`config.mk`:
```
export PLATFORM = sky130hd
export DESIGN_NAME = vrp_seq
export DESIGN_NICKNAME = d
export VERILOG_FILES = /design/src/vrp_pkg.sv /design/src/vrp_level.sv /design/src/vrp_seq.sv /design/src/vrp_timer.sv
export SDC_FILE = /design/constraint.sdc
export NUM_CORES = 1
export LEC_CHECK = 0
export BUFFER_PORTS_ARGS = -buffer_cell sky130_fd_sc_hd__buf_2
export CORE_MARGIN = 2
export CORE_UTILIZATION = 55
export CTS_BUF_LIST = sky130_fd_sc_hd__clkbuf_8 sky130_fd_sc_hd__clkbuf_16
export DETAILED_ROUTE_END_ITERATION = 10
export HOLD_SLACK_MARGIN = 0.15
export PLACE_DENSITY = 0.83
export RECOVER_POWER = 50
export SLEW_MARGIN = 20
export SYNTH_ARGS = -nofsm -noshare
export SYNTH_HDL_FRONTEND = slang
export SYNTH_SLANG_ARGS = --single-unit
export TNS_END_PERCENT = 20
```
`constraint.sdc`:
```
create_clock -name clock -period 7.77 [get_ports clock]
set_clock_uncertainty 0.2 [all_clocks]
set_input_delay 0.3885 -clock clock [delete_from_list [all_inputs] [get_ports clock]]
set_output_delay 0.3885 -clock clock [all_outputs]
set_load 0.005 [all_outputs]
```
`src/vrp_pkg.sv`:
```
// package of constants, states and carriers for the voice record sequencer
package vrp_pkg;

  // ----------------------------------------------------------------
  // timing
  // ----------------------------------------------------------------
  localparam int CLK_KHZ = 125000;
  localparam int T_CMD_US = 16;
  localparam int T_ADRCMD_US = 270;
  localparam int T_ADRNIB_US = 50;
  localparam int T_RST_MS = 1;
  localparam int T_PDOSC_US = 125;
  localparam int T_PDBUSY_US = 250;
  localparam int T_MID_US = 1250;
  localparam int T_MONH_US = 31;
  localparam int T_MONL_US = 94;
  localparam int T_EXTM_US = 330;
  localparam int T_LVR_MS = 64;
  localparam int T_LVF_MS = 256;
  localparam int T_DELA_MS = 550;
  localparam int T_DEL1_MS = 70;
  localparam int T_STM_US = 1000;

  // counts scale with the clock rate
  // counts: least times round up, longest round down
  localparam int C_CMD = T_CMD_US * CLK_KHZ / 1000;
  localparam int C_ADRCMD = T_ADRCMD_US * CLK_KHZ / 1000;
  localparam int C_ADRNIB = T_ADRNIB_US * CLK_KHZ / 1000;
  localparam int C_RST = T_RST_MS * CLK_KHZ;
  localparam int C_PDOSC = (T_PDOSC_US * CLK_KHZ + 999) / 1000;
  localparam int C_PDBUSY = (T_PDBUSY_US * CLK_KHZ + 999) / 1000;
  localparam int C_MID = T_MID_US * CLK_KHZ / 1000;
  localparam int C_MONH = T_MONH_US * CLK_KHZ / 1000;
  localparam int C_MONL = T_MONL_US * CLK_KHZ / 1000;
  localparam int C_EXTM = T_EXTM_US * CLK_KHZ / 1000;
  localparam int C_LVR = T_LVR_MS * CLK_KHZ;
  localparam int C_LVF = T_LVF_MS * CLK_KHZ;
  localparam int C_DELA = T_DELA_MS * CLK_KHZ;
  localparam int C_DEL1 = T_DEL1_MS * CLK_KHZ;
  localparam int C_STM = T_STM_US * CLK_KHZ / 1000;

  localparam int TW = 28;
  localparam logic [TW-1:0] TZERO = 28'h000_0000;
  localparam logic [TW-1:0] TONE = 28'h000_0001;

  // ----------------------------------------------------------------
  // commands (nibble codes, our own numbering)
  // ----------------------------------------------------------------
  typedef enum logic [3:0] {
    VRP_NOP = 4'h0, VRP_START = 4'h1, VRP_STOP = 4'h2, VRP_PAUSE = 4'h3,
    VRP_BLOCK_COUNT_READ_CMD = 4'h4, VRP_ADDRESS_WRITE_CMD = 4'h5, VRP_ADDRESS_READ_CMD = 4'h6,
    VRP_DELA = 4'h7, VRP_DEL1 = 4'h8, VRP_LEVUP = 4'h9,
    VRP_LEVDN = 4'ha, VRP_EXTC = 4'hb, VRP_DATA = 4'hc
  } vrp_cmd_e;

  // sequencer states, gray along idle-wait-active-pause
  typedef enum logic [2:0] {
    VRP_IDLE = 3'b000, VRP_WAIT = 3'b001, VRP_ACT = 3'b011,
    VRP_PAUS = 3'b010, VRP_EXT = 3'b110
  } vrp_state_e;

  // status carried out together
  typedef struct packed {
    logic busy;
    logic record_play_active_flag;
    logic pause_or_voice_wait_flag;
    logic next_phrase_accept_flag;
  } vrp_status_s;

endpackage

```
`src/vrp_level.sv`:
```
// output dc level ramp: rise and fall at their own step rates
`timescale 1ns/10ps
module vrp_level (
  input wire logic clock,
  input wire logic rst,
  input wire logic up,
  input wire logic down,
  input wire logic hold,
  output logic [7:0] level,
  output logic moving
);

  localparam logic [7:0] TOP = 8'hff;
  localparam int SR = vrp_pkg::C_LVR / 255;
  localparam int SF = vrp_pkg::C_LVF / 255;
  logic [vrp_pkg::TW-1:0] div_q;
  logic dir_q;
  logic step;

  // step enable divider; rise 64 ms, fall 256 ms over full span
  assign step = (div_q == vrp_pkg::TZERO);
  always_ff @(posedge clock) begin
    if (rst || up || down || step) begin
      div_q <= (up || (dir_q && !down)) ? vrp_pkg::TW'(SR) :
               vrp_pkg::TW'(SF);
    end else if (!hold) begin
      div_q <= div_q - vrp_pkg::TONE;
    end
  end

  always_ff @(posedge clock) begin
    if (rst) begin
      level <= 8'h00;
      dir_q <= 1'b0;
    end else if (up || down) begin
      dir_q <= up;
    end else if (step && !hold) begin
      if (dir_q && level != TOP) level <= level + 8'h01;
      else if (!dir_q && level != 8'h00) level <= level - 8'h01;
    end
  end

  assign moving = dir_q ? (level != TOP) : (level != 8'h00);

endmodule

```
`src/vrp_seq.sv`:
```
// record, play and pause sequencer with host command busy timing
`timescale 1ns/10ps
module vrp_seq #(
  parameter int RST_BUSY = vrp_pkg::C_RST,
  parameter int PD_BUSY = vrp_pkg::C_PDBUSY,
  parameter int STM = vrp_pkg::C_STM,
  parameter int LV_UNUSED = vrp_pkg::C_LVR,
  parameter int DEL_ALL = vrp_pkg::C_DELA,
  parameter int DEL_ONE = vrp_pkg::C_DEL1
) (
  input wire logic clock,
  input wire logic rst,
  input wire logic voice_activation_select,
  input wire logic start_pulse_input,
  input wire logic stop_pulse_input,
  input wire logic pause_pulse_input,
  input wire logic voice_detected,
  input wire logic end_of_data,
  input wire logic record_mode,
  input wire logic continuous_play,
  input wire logic power_down_input,
  input wire logic cmd_write,
  input wire logic [3:0] cmd_nibble,
  output logic activity_monitor_output,
  output logic osc_running,
  output logic voice_activation_enabled,
  output logic [7:0] output_level,
  output vrp_pkg::vrp_status_s status
);

  vrp_pkg::vrp_state_e st_q;
  logic st_prev_q, sp_prev_q, pa_prev_q, pd_prev_q;
  logic start_ev, stop_ev, pause_ev;
  logic was_rec_q, gap_q, busy_q, nar_q;
  logic [3:0] nib_q;
  logic pd_q;
  logic tb_load, tb_run, tb_done;
  logic [vrp_pkg::TW-1:0] tb_cnt;
  logic tm_load, tm_run, tm_done;
  logic [vrp_pkg::TW-1:0] tm_cnt;
  logic po_load, po_run;
  logic lv_up, lv_dn, lv_mov;
  vrp_pkg::vrp_cmd_e cmd;

  // ----------------------------------------------------------------
  // input events
  // ----------------------------------------------------------------

  // falling edges of the low-active pins, or the matching command
  always_ff @(posedge clock) begin
    if (rst) begin
      st_prev_q <= 1'b1;
      sp_prev_q <= 1'b1;
      pa_prev_q <= 1'b1;
      pd_prev_q <= 1'b1;
    end else begin
      st_prev_q <= start_pulse_input;
      sp_prev_q <= stop_pulse_input;
      pa_prev_q <= pause_pulse_input;
      pd_prev_q <= power_down_input;
    end
  end

  assign cmd = vrp_pkg::vrp_cmd_e'(cmd_nibble);
  assign start_ev = (st_prev_q && !start_pulse_input) ||
                    (cmd_write && cmd == vrp_pkg::VRP_START);
  assign stop_ev = (sp_prev_q && !stop_pulse_input) ||
                   (cmd_write && cmd == vrp_pkg::VRP_STOP);
  assign pause_ev = (pa_prev_q && !pause_pulse_input) ||
                    (cmd_write && cmd == vrp_pkg::VRP_PAUSE);

  assign voice_activation_enabled = voice_activation_select;

  // ----------------------------------------------------------------
  // busy timer
  // ----------------------------------------------------------------

  // busy duration per command, each at or under its maximum except nibble f, which keeps busy set until reset
  always_comb begin
    tb_load = 1'b0;
    tb_cnt = vrp_pkg::TW'(vrp_pkg::C_CMD);
    if (pd_prev_q && !power_down_input) begin
      tb_load = 1'b0;
    end else if (!pd_prev_q && power_down_input) begin
      tb_load = 1'b1;
      tb_cnt = vrp_pkg::TW'(PD_BUSY);
    end else if (cmd_write && !busy_q) begin
      tb_load = 1'b1;
      unique case (cmd)
        vrp_pkg::VRP_ADDRESS_WRITE_CMD: tb_cnt = vrp_pkg::TW'(vrp_pkg::C_ADRCMD);
        vrp_pkg::VRP_DATA: tb_cnt = (nib_q == vrp_pkg::VRP_ADDRESS_WRITE_CMD) ?
          vrp_pkg::TW'(vrp_pkg::C_ADRNIB) : vrp_pkg::TW'(vrp_pkg::C_CMD);
        vrp_pkg::VRP_DELA: tb_cnt = vrp_pkg::TW'(DEL_ALL);
        vrp_pkg::VRP_DEL1: tb_cnt = vrp_pkg::TW'(DEL_ONE);
        default: tb_cnt = vrp_pkg::TW'(vrp_pkg::C_CMD);
      endcase
    end
  end

  vrp_timer u_busy (
    .clock(clock),
    .rst(rst),
    .load(tb_load),
    .count(tb_cnt),
    .running(tb_run),
    .done()
  );

  // busy set in reset, cleared on the first clock after reset release
  always_ff @(posedge clock) begin
    if (rst) begin
      busy_q <= 1'b1;
      nib_q <= 4'h0;
    end else begin
      busy_q <= tb_run || tb_load || (busy_q && !tb_run && nib_q == 4'hf);
      if (cmd_write && !busy_q && cmd != vrp_pkg::VRP_DATA) begin
        nib_q <= cmd_nibble;
      end
    end
  end

  // ----------------------------------------------------------------
  // power down and oscillator
  // ----------------------------------------------------------------

  // oscillator runs a hold time after power-down falls
  assign po_load = pd_prev_q && !power_down_input;
  vrp_timer u_osc (
    .clock(clock),
    .rst(rst),
    .load(po_load),
    .count(vrp_pkg::TW'(vrp_pkg::C_PDOSC)),
    .running(po_run),
    .done()
  );

  always_ff @(posedge clock) begin
    if (rst) begin
      pd_q <= 1'b0;
    end else begin
      pd_q <= !power_down_input && !po_load && !po_run;
    end
  end
  assign osc_running = !pd_q;

  // ----------------------------------------------------------------
  // monitor and gap timer
  // ----------------------------------------------------------------

  // start delay before monitor rise; transfer pulse cadence
  always_comb begin
    tm_load = 1'b0;
    tm_cnt = vrp_pkg::TW'(STM);
    if (st_q == vrp_pkg::VRP_IDLE && start_ev) begin
      tm_load = 1'b1;
    end else if (cmd_write && !busy_q && cmd == vrp_pkg::VRP_EXTC) begin
      tm_load = 1'b1;
      tm_cnt = vrp_pkg::TW'(vrp_pkg::C_EXTM);
    end else if (st_q == vrp_pkg::VRP_EXT && tm_done) begin
      tm_load = 1'b1;
      tm_cnt = activity_monitor_output ? vrp_pkg::TW'(vrp_pkg::C_MONL) :
               vrp_pkg::TW'(vrp_pkg::C_MONH);
    end else if (st_q == vrp_pkg::VRP_ACT && end_of_data &&
                 continuous_play && !record_mode) begin
      tm_load = 1'b1;
      tm_cnt = vrp_pkg::TW'(vrp_pkg::C_MID);
    end
  end

  vrp_timer u_mon (
    .clock(clock),
    .rst(rst),
    .load(tm_load),
    .count(tm_cnt),
    .running(tm_run),
    .done(tm_done)
  );

  // ----------------------------------------------------------------
  // sequencer
  // ----------------------------------------------------------------

  always_ff @(posedge clock) begin
    if (rst) begin
      st_q <= vrp_pkg::VRP_IDLE;
      was_rec_q <= 1'b0;
      gap_q <= 1'b0;
    end else if (!pd_q) begin
      unique case (st_q)
        vrp_pkg::VRP_IDLE: begin
          was_rec_q <= record_mode;
          if (cmd_write && !busy_q && cmd == vrp_pkg::VRP_EXTC) begin
            st_q <= vrp_pkg::VRP_EXT;
          end else if (start_ev) begin
            // wait for voice when recording with activation on
            if (record_mode && voice_activation_select) begin
              st_q <= vrp_pkg::VRP_WAIT;
            end else begin
              st_q <= vrp_pkg::VRP_ACT;
            end
          end
        end
        vrp_pkg::VRP_WAIT: begin
          // stop returns to standby; left at once
          if (stop_ev) begin
            st_q <= vrp_pkg::VRP_IDLE;
          end else if (voice_detected) begin
            st_q <= vrp_pkg::VRP_ACT;
          end
        end
        vrp_pkg::VRP_ACT: begin
          // silence after first detection is ignored here
          if (stop_ev) begin
            st_q <= vrp_pkg::VRP_IDLE;
          end else if (pause_ev) begin
            st_q <= vrp_pkg::VRP_PAUS;
          end else if (end_of_data) begin
            gap_q <= continuous_play && !record_mode;
            if (!(continuous_play && !record_mode)) begin
              st_q <= vrp_pkg::VRP_IDLE;
            end
          end else if (gap_q && !tm_run) begin
            gap_q <= 1'b0;
          end
        end
        vrp_pkg::VRP_PAUS: begin
          // stop ends, start resumes; no voice wait on resume
          if (stop_ev) begin
            st_q <= vrp_pkg::VRP_IDLE;
          end else if (start_ev) begin
            st_q <= vrp_pkg::VRP_ACT;
          end
        end
        vrp_pkg::VRP_EXT: begin
          if (stop_ev) begin
            st_q <= vrp_pkg::VRP_IDLE;
          end
        end
        default: st_q <= vrp_pkg::VRP_IDLE;
      endcase
    end
  end

  // monitor high in active state once start delay done and outside a phrase gap
  always_ff @(posedge clock) begin
    if (rst) begin
      activity_monitor_output <= 1'b0;
    end else if (st_q == vrp_pkg::VRP_EXT) begin
      // toggles high/low on each timer expiry
      if (tm_done) activity_monitor_output <= !activity_monitor_output;
    end else begin
      activity_monitor_output <= (st_q == vrp_pkg::VRP_ACT) && !tm_run &&
                                 !gap_q;
    end
  end

  // accept flag drops on start during continuous play
  always_ff @(posedge clock) begin
    if (rst) begin
      nar_q <= 1'b1;
    end else if (start_ev && continuous_play) begin
      nar_q <= 1'b0;
    end else if (st_q == vrp_pkg::VRP_IDLE || gap_q) begin
      nar_q <= 1'b1;
    end
  end

  // ----------------------------------------------------------------
  // level ramp and status
  // ----------------------------------------------------------------

  assign lv_up = cmd_write && !busy_q && cmd == vrp_pkg::VRP_LEVUP;
  assign lv_dn = cmd_write && !busy_q && cmd == vrp_pkg::VRP_LEVDN;

  vrp_level u_level (
    .clock(clock),
    .rst(rst),
    .up(lv_up),
    .down(lv_dn),
    .hold(pd_q),
    .level(output_level),
    .moving(lv_mov)
  );

  // busy on status; pause flag
  assign status.busy = busy_q;
  assign status.record_play_active_flag = (st_q == vrp_pkg::VRP_ACT) ||
                                          (st_q == vrp_pkg::VRP_EXT);
  assign status.pause_or_voice_wait_flag = (st_q == vrp_pkg::VRP_PAUS) ||
                                           (st_q == vrp_pkg::VRP_WAIT);
  assign status.next_phrase_accept_flag = nar_q;

endmodule

```
`src/vrp_timer.sv`:
```
// down-counting timer that signals expiry with a one-cycle pulse
`timescale 1ns/10ps
module vrp_timer (
  input wire logic clock,
  input wire logic rst,
  input wire logic load,
  input wire logic [vrp_pkg::TW-1:0] count,
  output logic running,
  output logic done
);

  logic [vrp_pkg::TW-1:0] cnt_q;

  // load and count down to zero
  always_ff @(posedge clock) begin
    if (rst) begin
      cnt_q <= vrp_pkg::TZERO;
      done <= 1'b0;
    end else begin
      done <= (cnt_q == vrp_pkg::TONE) && !load;
      if (load) begin
        cnt_q <= count;
      end else if (cnt_q != vrp_pkg::TZERO) begin
        cnt_q <= cnt_q - vrp_pkg::TONE;
      end
    end
  end

  assign running = (cnt_q != vrp_pkg::TZERO);

endmodule
```
After elaboration in Yosys (flattened, before gate mapping)
Cells that the tools add are included.
W data, S select, Z words.

word-level totals
  RAM bits = 0
  output and inout bits = 15
  memories = 0
  bits of input ports = 16
  flip-flop bits (word level) = 138
  latch bits = 0
  logic and storage cells = 182
  memory bits (read-only) = 0

cells by class
  reduce and logical (&&, ||, !) cells = 79
  eq/ne operators = 27
  shifts and indexed selects = 0
  div/mod/pow operators = 0
  bitwise logic cells = 4
  add/subtract/negate cells = 6
  magnitude comparators = 0
  $mul = 0
  multiplexer cells = 47

operator list
  kind                     count
  $mux W28                 6
  $sub A28 B1 Y28 const B  4
  $pmux W27 S4             1
  $reduce_bool A28 Y1      3
  $mux W27                 3
  $mux W18                 4
  $mux W14                 3
  $logic_and A1 B1 Y1      33
  $mux W3                  11
  $eq A28 B1 Y1 const B    1
  $logic_not A28 Y1        1
  $eq A4 B4 Y1 const B     6
  $logic_not A1 Y1         17
  $mux W17                 1
  $mux W8                  2
  $pmux W3 S5              1
  $logic_or A1 B1 Y1       13
  $mux W1                  13
  $mux W13                 1
  $eq A4 B3 Y1 const B     3
  $ne A4 B4 Y1 const B     3
  $reduce_bool A2 Y1       6
  $ne A3 B3 Y1 const B     3
  $add A8 B1 Y8 const B    1
  other kinds (17)         23

Logic depth before layout (Yosys ltp)
  depth in word-level cells = 10
  depth in mapped cells = 11
  gate-level depth less buffers = 10

By module
A second synthesis with hierarchy kept.

unflattened totals
  cells, all modules = 980
  area, all modules = 8341.8 um^2

by module, submodules not included
  module                  sequential area each (um^2)  area an instance (um^2)  cells each  times used
  vrp_timer at u_mon ...  580.6                        1609.0                   193         2
  vrp_level               1021.0                       2304.7                   227         1
  vrp_timer at u_busy     580.6                        1576.5                   191         1
  vrp_seq                 320.3                        1242.4                   176         1

Worst setup path before layout
No wires, ideal clock.

  kind = reg2reg
  start point = reg u_level.div_q[3] (netlist name)
  end point = reg u_level.div_q[0] (netlist name), enable pin
  required time = 7.185 ns
  clock period less this slack = 3.190 ns
  arrival time = 2.605 ns
  stages on the path, launching flop included = 7
  path slack = 4.580 ns
  setup time = 0.385 ns
  buffers on the path = 1
  cell sequence = edfxtp_1 -> or4_1 -> nor4_2 -> a31o_2 -> nor2_1 -> clkbuf_1 -> nand2_1

on the way
  longest elaborated chain between the ends = 3

RTL lines
  what                           RTL line         source
  start, declared                vrp_level.sv:16  logic [vrp_pkg::TW-1:0] div_q;
  start signal, assigned         vrp_level.sv:24  div_q <= (up || (dir_q && !down)) ? vrp_pkg::TW'(SR) :
  start signal, assigned         vrp_level.sv:27  div_q <= div_q - vrp_pkg::TONE;
  $logic_not A28 Y1              vrp_level.sv:21  assign step = (div_q == vrp_pkg::TZERO);
  $logic_or A1 B1 Y1             vrp_level.sv:23  if (rst || up || down || step) begin
  $ne A2 B1 Y1 (no source line)  --

No other way between the ends.
A chain may end at the register's enable or synchronous reset.

Final worst setup path
  start point = reg u_busy.cnt_q[4] (netlist name)
  end point = reg u_busy.cnt_q[2] (netlist name)

on the way
  longest elaborated chain between the ends = 2

RTL lines
  what                                 RTL line         source
  start, declared                      vrp_timer.sv:12  logic [vrp_pkg::TW-1:0] cnt_q;
  start signal, assigned               vrp_timer.sv:17  cnt_q <= vrp_pkg::TZERO;
  start signal, assigned               vrp_timer.sv:22  cnt_q <= count;
  start signal, assigned               vrp_timer.sv:24  cnt_q <= cnt_q - vrp_pkg::TONE;
  $reduce_bool A28 Y1                  vrp_timer.sv:23  end else if (cnt_q != vrp_pkg::TZERO) begin
  $reduce_bool A2 Y1 (no source line)  --

No other way between the ends.

==> flow_metrics.env <==
export IMPL_setup_ws_ns=3.82
export IMPL_grt_pass1_wl_um=31000
export IMPL_wl_per_cell_um=16.0
export IMPL_grt_start_max_net_pins=62
export IMPL_hold_viol=0
export IMPL_dr_first_iter_drc_count=618
export IMPL_clock_tree_root_cell="clkbuf_16"
export IMPL_slew_headroom_pct=-0.690
export IMPL_via_per_inst=6.05
export IMPL_worst_path_buf_inv=0
export IMPL_synth_edff_count=28
export IMPL_overflow=0
export IMPL_internal_power_mw=1.86
export IMPL_power_share_switching_pct=36.8
export IMPL_fin_cells=1133
export IMPL_wl_met2_um=8520
export IMPL_grt_usage_pct=25.6
export IMPL_cts_made_buffers=17
export IMPL_synth_top_area_share_pct=28.3
export IMPL_ys_ff_latch=138
export IMPL_hold_path_class="primary input to flop"
export IMPL_worst_slew_pin_transition_ns=1.49
export IMPL_rsz0062_at_grt="no"
export IMPL_crit_path_top_delay_cell="nor4b_1"
export IMPL_path_cells="nor4_1 > nand4b_1 > nor4b_1 > or2_2 > a2111oi_0"
export IMPL_netlist_top_cells_count="119 x nor2_1, 110 x dfxtp_1, 78 x a21oi_1, 70 x nand2_1"
export IMPL_drt_met1_wl_um=8230
export IMPL_dr_pass1_iters=5
export IMPL_dp_slack_ns=4.18
export IMPL_syn_nets=956
export IMPL_synth_area_leaders="dfxtp_1 28%, edfxtp_1 11%, nor2_1 5.7%"
export IMPL_finalSetupTns_ns=0
export IMPL_hold_ws_ns=0.190
export IMPL_die_w_um=123
export IMPL_cts_tree="yes"
export IMPL_core_um2=13800
export IMPL_finalSetupViolCount=0
export IMPL_fillers=1160
export IMPL_die_area_um2=15100
export IMPL_cpPeakStageDelay_ns=1.37
export IMPL_start_util_pct=56.3
export IMPL_worst_setup_path_start_kind="flop"
export IMPL_antenna_cells=0
export IMPL_multi_input_area_um2=4390
export IMPL_nets=969
export IMPL_ir_drop_mv=0.258
export IMPL_path_clk_slew_ns=0.06
export IMPL_slew_viol_final=1
export IMPL_synth_area_um2=7780
export IMPL_cts_buffer_depth=2
export IMPL_yosysSeqAreaShare_pct=39.1
export IMPL_endpoint_kind="flop"
export IMPL_status="complete, but fails checks"
export IMPL_critPathRequiredTime_ns=7.84
export IMPL_clkPwrFrac_pct=29.4
export IMPL_synth_largest_area_cell="dfxtp_1"
export IMPL_synth_flop_cell="dfxtp_1"
export IMPL_clock_sinks=138
export IMPL_wl_um=18100
export IMPL_finish_utilization_pct=62.1
export IMPL_violations="capacitance limit, slew limit"
export IMPL_fin_crit_ns=3.95
export IMPL_critPathTopFamily="simple AND/OR/NAND/NOR gates"
export IMPL_drive_gt1_share_pct=8.39
export IMPL_die_h_um=123
export IMPL_syn_avg_cell_area_um2=8.40
export IMPL_antenna_left=0
export IMPL_row_count=43
export IMPL_top_layer="met4"
export IMPL_p_seq_share_pct=34.3
export IMPL_pin_count=31
export IMPL_fmax_mhz=253
export IMPL_async_reset_ff_share_pct=0
export IMPL_powerDensity_nw_per_um2=342
export IMPL_p_leak_nw=3.08
export IMPL_switching_power_mw=1.08
export IMPL_antenna_found_initial=0
export IMPL_drv_cap=1
export IMPL_place_inst=1095
export IMPL_dr_total_vias=6850
export IMPL_power_frac_comb_pct=36.2
export IMPL_cp_arrival_ns=4.02
export IMPL_grt_pass1_vias=6603
export IMPL_syn2layout_area_growth_pct=10.4
export IMPL_clk_insertion_delay_late_ns=0.43
export IMPL_critPathKind="flop to flop"
export IMPL_synth_distinct_cells=70
export IMPL_period_share_pct=50.9
export IMPL_yosys_warnings=0
export IMPL_place_gp_congestion=0.915
export IMPL_syn_inst=927
export IMPL_cts_resized=0
export IMPL_met3_length_um=952
export IMPL_r2r_setup_slack_ns=3.82
export IMPL_drcViolationCount=0
export IMPL_portBuffers=30
export IMPL_synth_most_common_cell="nor2_1"
export IMPL_regArea_um2=3040
export IMPL_path_max_fanout=14
export IMPL_htreeDepth=4
export IMPL_hpwlAfterDp_um=12200
## placed cells by master (no fill, tap or decap), types with 14 or more instances in the layout
master,synthesis,layout
nor2_1,119,119
dfxtp_1,110,110
a21oi_1,78,78
nand2_1,70,69
xnor2_1,50,50
nor3_1,50,50
xor2_1,36,36
o21ai_0,28,29
edfxtp_1,28,28
nor4_1,24,27
nand3_1,26,26
inv_1,23,24
or3_1,19,19
buf_2,5,19
clkbuf_16,0,17
nand2b_1,16,16
a211oi_1,15,15
nor2b_1,14,14
## worst paths after layout
check | cells after the start | start | end
setup reg to reg | 5 | u_busy.cnt_q[4] | u_busy.cnt_q[2]
hold / removal | 4 | cmd_write | nib_q[3]
hold reg to reg | 2 | u_mon.cnt_q[21] | u_mon.cnt_q[21]
setup / recovery | 5 | u_busy.cnt_q[4] | u_busy.cnt_q[2]
## state kept, by name, indices dropped and copies added (netlist names), 3 cells and up
name           count
nib_q              4
st_q               3
u_busy.cnt_q      28
u_level.div_q     28
u_level.level      8
u_mon.cnt_q       28
u_osc.cnt_q       28
## kinds of logic after synthesis
logic type	after synthesis	share of synthesized area, %
simple gates	435	30.3
compound gates	184	14.8
mux	3	0.402
flops	138	39.1
fa+ha+maj	13	2.09
xor+xnor	86	9.68
buf+inv	68	3.70
## routing by layer
layer	vias up	GRT usage, %
met5	-	0
met2	228	41.9
met3	37	5.30
met4	0	10.5
met1	3201	33.1
li1	3384	-
## metrics by stage
stage	area, um2	total power, mW
after floorplan	7780	1.89
after global placement	7980	2.05
after detailed placement	7980	2.08
after CTS	8670	2.96
after global routing	8590	3.14
final	8590	2.94
## power groups by stage
stage / sequential [mW] / clock (mW) / combinational [mW]
floorplan: 0.977 / 0 / 0.917
detailed placement: 1.02 / 0 / 1.06
CTS: 1.01 / 0.874 / 1.08
global route: 1.03 / 0.906 / 1.20
global placement: 1.01 / 0 / 1.04
finish: 1.01 / 0.865 / 1.06
## area by class of cell
cell class,instances,area share (%)
multi-input cells,721,51.1
inverters,23,1.00
repair buffers,39,2.48
clock buffers,17,4.95
flip-flops and latches,138,35.4
clock inverters,15,2.40
well taps,180,2.62
## timing repair
| action | 4_1_cts | 5_1_grt |
|---|---|---|
| hold endpoints to repair | 7 | 0 |
| setup buffers | 0 | 0 |
| hold buffers | 6 | 0 |
## worst register-to-register path, delay by kind of cell (launching register included)
kind             cells  cell delay, ns
AO/OA/AOI/OAI        1            0.12
AND/OR/NAND/NOR      4            3.14
flip-flops           1            0.34
Note: power is estimated with default switching activity, not from simulation.
